## config.mk

```make
export PLATFORM = sky130hd
export DESIGN_NAME = afcany_flow_ctl
export DESIGN_NICKNAME = d
export VERILOG_FILES = /design/src/afcany_pkg.sv /design/src/afcany_flow_ctl.sv
export SDC_FILE = /design/constraint.sdc
export NUM_CORES = 1
export LEC_CHECK = 0
export ABC_AREA = 1
export BUFFER_PORTS_ARGS = -buffer_cell sky130_fd_sc_hd__buf_2
export CAP_MARGIN = 20
export CORE_MARGIN = 10
export CORE_UTILIZATION = 50
export CTS_BUF_LIST = sky130_fd_sc_hd__clkbuf_4 sky130_fd_sc_hd__clkbuf_8
export DETAILED_ROUTE_END_ITERATION = 7
export PLACE_DENSITY = 0.71
export SLEW_MARGIN = 20
export SYNTH_ARGS = -nofsm -noshare
export SYNTH_HDL_FRONTEND = slang
export SYNTH_SLANG_ARGS = --single-unit
```

## constraint.sdc

```tcl
create_clock -name mclk -period 39 [get_ports mclk]
set_input_delay 1.95 -clock mclk [delete_from_list [all_inputs] [get_ports mclk]]
set_output_delay 1.95 -clock mclk [all_outputs]
set_load 0.01 [all_outputs]
```

## src/afcany_pkg.sv

```systemverilog
package afcany_pkg;
	localparam int CLK_MHZ = 200;
	// fifo thresholds are counted in 64-byte units
	localparam int THR_UNIT_LOG2 = 6;
	// jam durations at 100 Mbit/s, in ns
	localparam int DUR_CODE0_NS = 5000;
	localparam int DUR_CODE1_NS = 10000;
	localparam int DUR_CODE2_NS = 15000;
	localparam int DUR_CODE3_NS = 25000;
	localparam int DUR_CODE4_NS = 50000;
	localparam int DUR_CODE5_NS = 100000;
	localparam int DUR_STEP_NS  = 50000;
	// extra time added at 10 Mbit/s
	localparam int DUR_10M_EXTRA_NS = 2200;
	localparam int NS_PER_US = 1000;
	localparam int JAM_CNT_W = 18;
	localparam int FIFO_LVL_W = 14;
	localparam int THR_W = 8;
	localparam int CODE_W = 4;

	typedef enum logic [1:0] {AFCANY_IDLE, AFCANY_ABOVE_HI} afcany_fc_t;
	typedef enum logic [1:0] {AFCANY_PNONE, AFCANY_PHI, AFCANY_PZERO} afcany_pend_t;

	// cycles of mclk for a least time in ns, rounded up
	function automatic logic [JAM_CNT_W-1:0] afcany_ns_to_cyc(input int ns);
		int cyc;
		cyc = (ns * CLK_MHZ + NS_PER_US - 1) / NS_PER_US;
		if (cyc < 1)
			cyc = 1;
		return JAM_CNT_W'(cyc);
	endfunction
endpackage

```

## src/afcany_flow_ctl.sv

```systemverilog
`timescale 1ns/10ps
module afcany_flow_ctl
	import afcany_pkg::*;
#(
	parameter int LVL_W = FIFO_LVL_W
)(
	// clock and reset
	input  wire logic                 mclk,
	input  wire logic                 rst,
	// configuration
	input  wire logic                 flow_ctl_any_frame,
	input  wire logic                 flow_ctl_mcast,
	input  wire logic                 flow_ctl_bcast,
	input  wire logic                 flow_ctl_own_addr,
	input  wire logic [THR_W-1:0]     fifo_high_threshold,
	input  wire logic [THR_W-1:0]     fifo_low_threshold,
	input  wire logic [CODE_W-1:0]    jam_duration_code,
	input  wire logic [15:0]          pause_time_value,
	// mac status
	input  wire logic                 full_duplex,
	input  wire logic                 speed_100,
	input  wire logic                 tx_enable,
	input  wire logic [LVL_W-1:0]     rx_fifo_level,
	// receive frame events
	input  wire logic                 rx_preamble_valid,
	input  wire logic                 rx_frame_mcast,
	input  wire logic                 rx_frame_bcast,
	input  wire logic                 rx_frame_own_addr,
	input  wire logic                 rx_addr_valid,
	// pause transmit handshake
	output logic                      pause_req,
	output logic [15:0]               pause_time,
	input  wire logic                 pause_ack,
	// back pressure
	output logic                      jam_active
);

	afcany_fc_t            fc_q, fc_d;
	afcany_pend_t          pend_q, pend_d;
	logic [JAM_CNT_W-1:0]  jam_cnt_q, jam_cnt_d;
	logic                  jam_q, jam_d;
	logic [15:0]           ptime_q, ptime_d;

	function automatic logic [JAM_CNT_W-1:0] dur_cycles(input logic [CODE_W-1:0] code,
		input logic fast);
		int ns;
		unique case (code)
			4'h0: ns = DUR_CODE0_NS;
			4'h1: ns = DUR_CODE1_NS;
			4'h2: ns = DUR_CODE2_NS;
			4'h3: ns = DUR_CODE3_NS;
			4'h4: ns = DUR_CODE4_NS;
			default: ns = DUR_CODE5_NS + (int'(code) - 5) * DUR_STEP_NS;
		endcase
		if (!fast)
			ns = ns + DUR_10M_EXTRA_NS;
		return afcany_ns_to_cyc(ns);
	endfunction

	// thresholds count 64-byte blocks; shift them into the byte scale of the level
	function automatic logic [LVL_W-1:0] thr_bytes(input logic [THR_W-1:0] thr);
		return LVL_W'({thr, {THR_UNIT_LOG2{1'b0}}});
	endfunction

	wire logic [LVL_W-1:0] hi_bytes  = thr_bytes(fifo_high_threshold);
	wire logic [LVL_W-1:0] lo_bytes  = thr_bytes(fifo_low_threshold);
	wire logic             at_hi     = rx_fifo_level >= hi_bytes;
	wire logic             below_lo  = rx_fifo_level < lo_bytes;
	// no new request while one is pending, so an ack never meets a fresh one
	wire logic             pend_idle = pend_q == AFCANY_PNONE;
	wire logic             ack_now   = !pend_idle && pause_ack;

	// selector match only counts once the address decode has finished
	// any-frame overrides selectors
	wire logic sel_match = rx_addr_valid &&
		((flow_ctl_mcast && rx_frame_mcast) || (flow_ctl_bcast && rx_frame_bcast) ||
		(flow_ctl_own_addr && rx_frame_own_addr));
	wire logic hd_trigger = flow_ctl_any_frame ? rx_preamble_valid : sel_match;
	wire logic fc_enabled = flow_ctl_any_frame || flow_ctl_mcast || flow_ctl_bcast
		|| flow_ctl_own_addr;

	// full-duplex arming at the high level, release below the low level
	wire logic fd_arm     = full_duplex && flow_ctl_any_frame && tx_enable && at_hi &&
		pend_idle;
	// the zero pause waits until the high pause has left the mac
	wire logic fd_release = full_duplex && flow_ctl_any_frame && tx_enable && below_lo &&
		pend_idle;

	// pause path: one high pause per crossing, then one zero pause if full duplex is still on
	always_comb
	begin
		fc_d    = fc_q;
		pend_d  = pend_q;
		ptime_d = ptime_q;
		if (ack_now)
			pend_d = AFCANY_PNONE;
		unique case (fc_q)
			AFCANY_IDLE:
			begin
				if (fd_arm)
				begin
					fc_d    = AFCANY_ABOVE_HI;
					pend_d  = AFCANY_PHI;
					ptime_d = pause_time_value;
				end
			end
			AFCANY_ABOVE_HI:
			begin
				// leaving full duplex drops the episode without a zero pause
				if (!full_duplex)
					fc_d = AFCANY_IDLE;
				else if (fd_release)
				begin
					fc_d    = AFCANY_IDLE;
					pend_d  = AFCANY_PZERO;
					ptime_d = 16'h0000;
				end
			end
			// an illegal state code falls back to idle
			default: fc_d = AFCANY_IDLE;
		endcase
		if (!tx_enable)
			pend_d = AFCANY_PNONE;
	end

	wire logic jam_start = !full_duplex && tx_enable && at_hi && hd_trigger && !jam_q;
	// code and speed are taken at jam start; a change during a jam applies to the next
	// the 18-bit count covers the longest code at 10 Mbit/s
	wire logic [JAM_CNT_W-1:0] jam_load = dur_cycles(jam_duration_code, speed_100);
	wire logic jam_last = jam_q && (jam_cnt_q <= JAM_CNT_W'(1));

	always_comb
	begin
		jam_d     = jam_q;
		jam_cnt_d = jam_cnt_q;
		if (jam_q)
		begin
			jam_cnt_d = jam_cnt_q - 1'b1;
			if (jam_last)
				jam_d = 1'b0;
		end
		if (jam_start && fc_enabled)
		begin
			jam_d     = 1'b1;
			jam_cnt_d = jam_load;
		end
		// dropping the transmitter cuts a jam short; the next start reloads the count
		// silence when transmitter off
		if (!tx_enable)
			jam_d = 1'b0;
	end

	// one process per register keeps each reset value beside its flop
	always_ff @(posedge mclk)
	begin
		if (rst)
			fc_q <= AFCANY_IDLE;
		else
			fc_q <= fc_d;
	end

	always_ff @(posedge mclk)
	begin
		if (rst)
			pend_q <= AFCANY_PNONE;
		else
			pend_q <= pend_d;
	end

	always_ff @(posedge mclk)
	begin
		if (rst)
			jam_q <= 1'b0;
		else
			jam_q <= jam_d;
	end

	always_ff @(posedge mclk)
	begin
		if (rst)
			jam_cnt_q <= '0;
		else
			jam_cnt_q <= jam_cnt_d;
	end

	// the time only changes when a request is loaded, so it stands with pause_req
	always_ff @(posedge mclk)
	begin
		if (rst)
			ptime_q <= 16'h0000;
		else
			ptime_q <= ptime_d;
	end

	// pause only via any-frame in full duplex
	assign pause_req  = pend_q != AFCANY_PNONE;
	assign pause_time = ptime_q;
	assign jam_active = jam_q;

endmodule // afcany_flow_ctl

```

==> impl_results.md, run 1 <==
- CTS tree: done
- Top Ports: 83
- Detailed placement HPWL: ~37 mm
- Worst path slowest cell: clkinv_2
- Fin nets: ~3000
- Worst setup path start: jam_duration_code[0]
- # Max-Cap Violations: 0
- Synth unique cells: 76
- Yosys warns: 0
- Clock-pin slew reported for the worst setup and hold paths after clock tree synthesis: ~0.08 ns
- Avg Synthesized Cell Area: 6.27 um^2
- All-Layer GR Usage: 0.202
- Port Buffer Count: 82
- Vias in the first global route: around 16000
- TritonRoute pass-1 iters: 6
- Critical path data required time: between 30 and 40 ns
- Crit-path most repeated cell: nand2_2
- Chip Width: 205 um
- Delay-heaviest family, CP: simple AND/OR/NAND/NOR gates
- Hold Crit Class: flop to flop
- Post-CTS sizing: 0
- Worst-Skew Late Latency: between 0.2 and 0.3 ns
- Worst r2r src: jam_active
- Ys async rst share: 0
- EDFF count, synth: 0
- Setup WS post-layout: roughly 10 ns
- Initial antenna violation count: 0
- Antenna viol nets, final: 0
- Run status: completed
- Largest net degree at the start of global routing: 45
- Final GP Congestion: 0.941
- Initial Utilization: 0.508
- Height of the die: 205 um
- Synth Cell Area: roughly 0.017 mm^2
- Mapped Cells: about 2700
- Critical path depth: between 150 and 200
- Synthesis-stage register bit count: 38
- Global-route wire length before repair: 74.0 mm
- Number of buffers and inverters on the critical path: 25
- Layout cell share with drive strength beyond 1: 0.249
- H-tree depth: 2
- Crit Path Max Fanout: 44
- TNS Setup: 0 ns
- Final Hold Fails: 0
- Least-Margin Pin Slew: between 0.9 and 1 ns
- Depth of the worst register-to-register path: 10
- Clock sink total: 38
- Slew HR: 0.342
- Syn Nets: between 2000 and 3000
- CP max stage delay: approximately 0.57 ns
- DR DRC count: 0
- Top FF cell, synth: dfxtp_1
- Pre-CTS WS: 10.10 ns
- Crit start category: primary input
- CTS Buf Count: 5
- Site Rows: 67
- Final setup viols: 0
- Placeable core area: approximately 0.034 mm^2
- Total length of routed wires: about 43 mm
- Gr ovfl total: 0
- Initial DRC count: a little under 900
- Reg2Reg Setup Slack: 36.22 ns
- Max Fclk: about 35 MHz
- Slew Limit Fails: 0
- Routed via count: between 15000 and 20000
- Crit path time final: approximately 29 ns
- Reg2reg end: jam_cnt_q[16]
- Register area share after synthesis: 0.0446
- WL/cell: about 13 um
- Layout area overhead: 4.04%
- CTS root buf: clkbuf_8
- CTS max path bufs: 2
- Antenna fix cells: 0
- DR vias/cell: between 5 and 6
- Crit Path Class: primary input to flop
- Die Area: between 0.04 and 0.05 mm^2
- # hold bufs at CTS: 0
- Setup repair bufs after CTS: 0
- Period utilization: 0.739
- Worst path arrival time: roughly 29 ns
- RSZ-0062 raised after global routing: false
- Clock Skews: around 0.0045 ns
- Crit end category: flop
- Crit path to: jam_cnt_q[0]
==> worst reg2reg max path: stages (launching register included) <==
cell and delay (ns):
dfxtp_1 0.44, inv_1 0.26, nand3_1 0.11, nor3_1 0.17, nand2_1 0.08, buf_4 0.21, inv_1 0.44, nor2_1 0.14
inv_1 0.50, o21ai_0 0.18, a21oi_1 0.17
==> how the worst min path moves through the flow <==
stage                     slack [ns]   endpoint  depth (start not counted)      start
after global routing            0.50  pend_q[0]                          2  pend_q[0]
after floorplan                 0.44  pend_q[0]                          2  pend_q[0]
final                           0.47  pend_q[0]                          2  pend_q[0]
after global placement          0.46  pend_q[0]                          2  pend_q[0]
after detailed placement        0.47  pend_q[0]                          2  pend_q[0]
after CTS                       0.48  pend_q[0]                          2  pend_q[0]
==> registers in the layout, summed over array words and instances, names as in the netlist <==
name,cells
jam_active,1
pend_q,2
jam_cnt_q,18
fc_q,1
pause_time,16
==> routing by layer <==
metal  global-route usage  up-vias  wire, um
li1                     -     8868         -
met1                0.243     7691     19000
met2                0.372      378     21300
met3               0.0188       63      1870
met4               0.0540        0      1090
met5                    0        -         0
==> cell type report <==
class	count	area, um^2
clock inverters	2	12.5
repair buffers	85	433
well taps	448	561
flip-flops and latches	38	761
clock buffers	6	82.6
inverters	446	1770
multi-input cells	2201	14100
fillers	3417	15900
==> kinds of logic (layout without fill, tap and decap cells) <==
group	Yosys count	after routing	share of synthesized area
compound gates	317	317	0.117
xor+xnor	79	79	0.0423
fa+ha+maj	150	150	0.122
buf+inv	485	539	0.127
flops	38	38	0.0446
simple gates	1655	1655	0.547
==> stage by stage <==
stage	instance area, um^2	instances	hold slack [ns]	utilization
finish	17800	3226	0.471	0.528
global route	17800	3226	0.503	0.528
CTS	17800	3226	0.477	0.528
detailed placement	17700	3218	0.467	0.525
global placement	17700	3218	0.456	0.525
floorplan	17100	2724	0.443	-
==> cells in the final DEF, fill, tap and decap left out, types with 11 or more instances in the layout <==
master and n:
nand2_1 625, inv_1 352, nand3_1 230, nor2_1 220
nand2_2 162, ha_1 123, nand2_4 118, a21oi_1 93
o21ai_0 86, buf_2 82, inv_2 60, nand3_2 60
nor2_2 55, xor2_1 52, nand4_1 51, o21ai_1 38
dfxtp_1 38, nor2_4 28, fa_1 27, nand3b_1 25
nor3_1 24, xnor2_1 23, a21oi_2 16, inv_4 15
nand3_4 13, o211ai_1 12, a31oi_1 11
==> cells in the mapped netlist (all sizes together), types with 2 or more instances <==
cell type	n	area, um^2
fa	27	541
o31ai	4	30.0
inv	428	1650
xor2	55	504
nor4	8	50.1
dfxtp	38	761
nand3	303	1980
a21oi	113	671
o41ai	2	17.5
buf	24	299
or2	6	40.0
o211ai	15	128
bufinv	3	52.6
ha	123	1540
a31oi	12	90.1
nand4	58	433
nand2	912	4830
o21bai	16	180
a21o	3	22.5
o21ai	134	716
a21boi	12	90.1
xnor2	24	218
nor2	308	1590
clkbuf	15	100
clkinv	15	67.6
nand3b	27	210
and2	2	13.8
nor3	29	183
Power of run 1 is not shown: default switching activity piles up to over one toggle a cycle in this logic, so the estimate is an artifact.
==> inputs of run 2 (changes only) <==
- PLACE_DENSITY: 0.71 -> 0.74
- clock period: 39 -> 24.7 ns (I/O delays scaled with it)
==> impl_results.md, run 2 (synthesis gave the netlist of run 1 again) <==
- Layout area overhead: 22.7%
- Top Ports: 83 (unchanged)
- Layout cell share with drive strength beyond 1: 0.366 (+0.117)
- Detailed placement HPWL: 37.9 mm (+1.8%)
- Clock-pin slew reported for the worst setup and hold paths after clock tree synthesis: 0.08 ns (about the same)
- CTS max path bufs: 2 (unchanged)
- Final setup viols: 0 (unchanged)
- Worst-Skew Late Latency: 0.29 ns (about the same)
- Crit-path most repeated cell: nand2_2
- Worst path arrival time: 23.91 ns (-5.14 ns)
- Routed via count: 18600 (+9.4%)
- Initial Utilization: 0.508 (unchanged)
- Most frequent cells in the layout: nand2_1 (569), inv_1 (342), nand2_2 (197)
- DR vias/cell: 5.42 (+2.8%)
- Register area: 761 um^2 (unchanged)
- Site Rows: 67 (unchanged)
- Period utilization: 0.958
- Worst r2r src: jam_active
- Crit start category: primary input
- Most common cell after layout, fill and taps aside: nand2_1
- TritonRoute pass-1 iters: 6 (unchanged)
- Die Area: 0.0419 mm^2 (unchanged)
- Port Buffer Count: 82 (unchanged)
- Clock Skews: 0.00375 ns (-0.000728 ns)
- Slew Limit Fails: 0 (unchanged)
- Fin nets: 3199 (+6.9%)
- Height of the die: 205 um (unchanged)
- Final Hold Fails: 0 (unchanged)
- All-Layer GR Usage: 0.207 (+0.00519)
- Clock sink total: 38 (unchanged)
- Max FFs per register: 18 (unchanged)
- Chip Width: 205 um (unchanged)
- Post-Layout Cell Count: 3433 (+6.4%)
- Placeable core area: 0.0336 mm^2 (unchanged)
- Multi-input logic area: 0.0157 mm^2 (+11%)
- Initial antenna violation count: 0 (unchanged)
- Global-route wire length before repair: 76.1 mm (+2.8%)
- # Max-Cap Violations: 0 (unchanged)
- Crit Path Max Fanout: 8 (-82%)
- Hold Slack: 0.467 ns (-0.00473 ns)
- CTS tree: done
- Critical path data required time: 24.94 ns (-14.29 ns)
- Slew HR: 0.403 (+0.0608)
- Worst setup path start: jam_duration_code[1]
- Run status: completed
- DR DRC count: 0 (unchanged)
- Crit Path Class: primary input to flop
- Total length of routed wires: 50.2 mm (+16%)
- Vias in the first global route: 16500 (+0.75%)
- Fill cells: 2936 (-14%)
- CTS root buf: clkbuf_8
- Layout Utilization: 0.623 (+0.0948)
- Antenna viol nets, final: 0 (unchanged)
- # hold bufs at CTS: 0 (unchanged)
- RSZ-0062 raised after global routing: true
- CTS Buf Count: 5 (unchanged)
- H-tree depth: 2 (unchanged)
- Placed insts: 3276 (+1.8%)
- Worst path slowest cell: fa_1
- Max Fclk: around 42 MHz
- CP max stage delay: 0.53 ns (-0.04 ns)
- Least-Margin Pin Slew: 0.894 ns (-0.0818 ns)
- WL/cell: 14.6 um (+9.1%)
- Largest net degree at the start of global routing: 35 (-22%)
- Hold Crit Class: flop to flop
- Antenna fix cells: 0 (unchanged)
- Initial DRC count: 1281 (+45%)
- Final GP Congestion: 0.968 (+2.9%)
- Crit path time final: 23.67 ns
- Biggest register: jam_cnt_q
- Min-delay src: pend_q[0]
- Gr ovfl total: 0 (unchanged)
- Crit end category: flop
## run 2: changes by cell type in the layout (fill, tap and decap cells not counted), moves of 23 or more
| cell | delta |
|---|---|
| buf_4 | +182 |
| nand2_1 | -56 |
| nand2_2 | +35 |
| nand3_1 | -38 |
| nand3_2 | +23 |
| nor2_1 | -28 |
| nor2_4 | +31 |
## run 2: repair_timing
item / in CTS / in global routing
endpoints found under the hold margin: 0 / 0
gates cloned: 1 / 13
setup endpoints to repair: 10 / 10
resized for setup: 18 / 330
pin swaps: 5 / 163
setup buffers: 4 / 131
## run 2: metrics by stage
step	instance area [um^2]	worst slack (ns)	setup TNS (ns)
2_1_floorplan	17100	1.33	0
3_3_place_gp	18100	-0.0770	-0.158
3_5_place_dp	18100	-0.632	-5.74
4_1_cts	18300	0.0458	0
5_1_grt	20900	-0.586	-5.33
6_report	20900	1.03	0
## run 2: per-layer routing
| metal | track usage | part of all wire | vias to the layer above |
|---|---|---|---|
| li1 | - | - | 9277 |
| met1 | 0.274 | 0.43 | 8590 |
| met2 | 0.357 | 0.49 | 635 |
| met3 | 0.0182 | 0.060 | 93 |
| met4 | 0.0444 | 0.021 | 0 |
| met5 | 0 | 0 | - |
## run 2: layout make-up
type                            instances  share of cell area
Multi-Input combinational cell       2211               0.749
Clock buffer                            6             0.00394
Clock inverter                          2            0.000597
Timing Repair Buffer                  282              0.0978
Sequential cell                        38              0.0363
Tap cell                              448              0.0268
Inverter                              446              0.0860
## run 2: worst max-delay path, delay by kind of cell
kind,cells,cell delay [ns]
AO/OA/AOI/OAI,16,2.38
XOR/XNOR,1,0.13
adder cells (fa/ha/maj),12,3.50
buffers and inverters,31,2.98
AND/OR/NAND/NOR,129,13.59
## run 2: worst paths after layout
kind,slack [ns],end,depth (start not counted)
max reg2reg,21.66,jam_cnt_q[12],9
min,0.47,pend_q[0],2
min reg2reg,0.47,pend_q[0],2
max,1.03,jam_cnt_q[0],189
Power of run 2 is left out for the same reason.
==> inputs of run 3 (changes only) <==
- PLACE_DENSITY: 0.74 -> 0.71
- SETUP_SLACK_MARGIN: default -> 0.2
- clock period: 24.7 -> 23.7 ns (I/O delays scaled with it)
==> impl_results.md, run 3 (synthesis gave the netlist of run 1 again) <==
- Fin nets: 3269 (+2.2%)
- Crit end category: flop
- Detailed placement HPWL: 38.5 mm (+1.6%)
- Reg2Reg Setup Slack: 20.48 ns (-1.18 ns)
- Least-Margin Pin Slew: 1.08 ns (+0.184 ns)
- Crit path time final: 23.68 ns
- Largest net degree at the start of global routing: 35 (unchanged)
- Max Fclk: 42.2 MHz
- Hold Path Depth: 2 (unchanged)
- Crit Path Class: primary input to flop
- Vias in the first global route: 17300 (+4.7%)
- Antenna viol nets, final: 0 (unchanged)
- Initial antenna violation count: 0 (unchanged)
- Biggest register: jam_cnt_q
- Placeable core area: 0.0336 mm^2 (unchanged)
- Worst path arrival time: 23.91 ns (about the same)
- Initial DRC count: 1073 (-16%)
- Most common cell after layout, fill and taps aside: nand2_1
- Worst r2r src: jam_active
- Die Area: 0.0419 mm^2 (unchanged)
- CP max stage delay: 0.53 ns (about the same)
- Period utilization: 0.999
- CTS max path bufs: 2 (unchanged)
- Layout cell share with drive strength beyond 1: 0.420 (+0.0538)
- Port Buffer Count: 82 (unchanged)
- DR vias/cell: 5.43 (+0.19%)
- CTS Buf Count: 5 (unchanged)
- Hold Crit Class: flop to flop
- Slew Limit Fails: 0 (unchanged)
- Top Ports: 83 (unchanged)
- All-Layer GR Usage: 0.213 (+0.00538)
- Critical path data required time: 23.94 ns (-1.00 ns)
- Final Hold Fails: 0 (unchanged)
- Worst path slowest cell: fa_1
- CTS tree: done
- Crit-path most repeated cell: nand2_2
- Worst-Skew Late Latency: 0.29 ns (about the same)
- Run status: completed
- Final GP Congestion: 0.941 (-2.8%)
- Initial Utilization: 0.508 (unchanged)
- # Max-Cap Violations: 0 (unchanged)
- Depth of the worst register-to-register path: 9 (unchanged)
- RSZ-0062 raised after global routing: true
- Antenna fix cells: 0 (unchanged)
- Clock-pin slew reported for the worst setup and hold paths after clock tree synthesis: 0.08 ns (about the same)
- Crit start category: primary input
- WL/cell: 15.0 um (+2.5%)
- Global-route wire length before repair: 78.0 mm (+2.5%)
- CTS root buf: clkbuf_8
- TritonRoute pass-1 iters: 7 (+1)
- Crit Path Max Fanout: 8 (unchanged)
- Layout Utilization: 0.664 (+0.0412)
- Chip Width: 205 um (unchanged)
- Most frequent cells in the layout: nand2_1 (539), inv_1 (332), buf_4 (240)
- Gr ovfl total: 0 (unchanged)
- H-tree depth: 2 (unchanged)
- Clock sink total: 38 (unchanged)
- Clock Skews: 0.00469 ns (+0.000945 ns)
- Min-delay src: pend_q[0]
- Slew HR: 0.272 (-0.131)
- Total length of routed wires: 52.5 mm (+4.6%)
- # hold bufs at CTS: 0 (unchanged)
- Layout area overhead: 30.8%
- Site Rows: 67 (unchanged)
- Worst setup path start: jam_duration_code[1]
- DR DRC count: 0 (unchanged)
- Routed via count: 19000 (+2.2%)
- Final setup viols: 0 (unchanged)
- Height of the die: 205 um (unchanged)
- Max FFs per register: 18 (unchanged)
## run 3: changes by cell type in the layout (fill, tap and decap cells not counted), moves of 18 or more
| cell | previous run | this run |
|---|---|---|
| buf_4 | 185 | 240 |
| nand3_1 | 192 | 166 |
| nand2_4 | 132 | 150 |
| nand2_1 | 569 | 539 |
| nor2_1 | 192 | 174 |
| nand3_2 | 83 | 103 |
## run 3: area by class of cell
class,instances,area (um^2)
Multi-Input combinational cell,2205,16300
Timing Repair Buffer,358,2740
Tap cell,448,561
Clock buffer,6,82.6
Sequential cell,38,761
Clock inverter,2,60.1
Fill cell,2725,11300
Inverter,446,1800
## run 3: worst paths after layout
check / end
setup / recovery: jam_cnt_q[0]
hold / removal: pend_q[0]
hold reg to reg: pend_q[0]
setup reg to reg: jam_cnt_q[12]
## run 3: per-layer routing
| layer | GRT usage | wire [um] | vias up |
|---|---|---|---|
| li1 | - | - | 9433 |
| met1 | 0.254 | 21100 | 8773 |
| met2 | 0.396 | 26900 | 618 |
| met3 | 0.0164 | 2370 | 187 |
| met4 | 0.0592 | 2110 | 0 |
| met5 | 0 | 0 | - |
## run 3: metrics by stage
| stage | TNS, ns | worst slack, ns | instance area (um^2) | cells | hold slack (ns) |
|---|---|---|---|---|---|
| after CTS | 0 | 0.201 | 19400 | 3382 | 0.479 |
| after floorplan | 0 | 0.384 | 17100 | 2724 | 0.443 |
| after global placement | -4.17 | -0.445 | 18700 | 3352 | 0.455 |
| after global routing | -12.44 | -1.29 | 22300 | 3503 | 0.509 |
| after detailed placement | -10.41 | -1.08 | 18700 | 3352 | 0.467 |
| final | 0 | 0.0230 | 22300 | 3503 | 0.478 |
## run 3: critical path, delay by kind of cell
kind            cells  cell delay, ns
buf+inv            29            2.92
fa+ha+maj          10            2.82
xor+xnor            4            0.67
simple gates      127           13.65
compound gates     17            2.61
## run 3: repair_timing
item | 4_1_cts | 5_1_grt
gates resized for setup | 65 | 462
pin swaps | 41 | 279
gates cloned | 3 | 3
setup endpoints to repair | 10 | 10
setup buffers | 19 | 117
Power of run 3 is left out for the same reason.
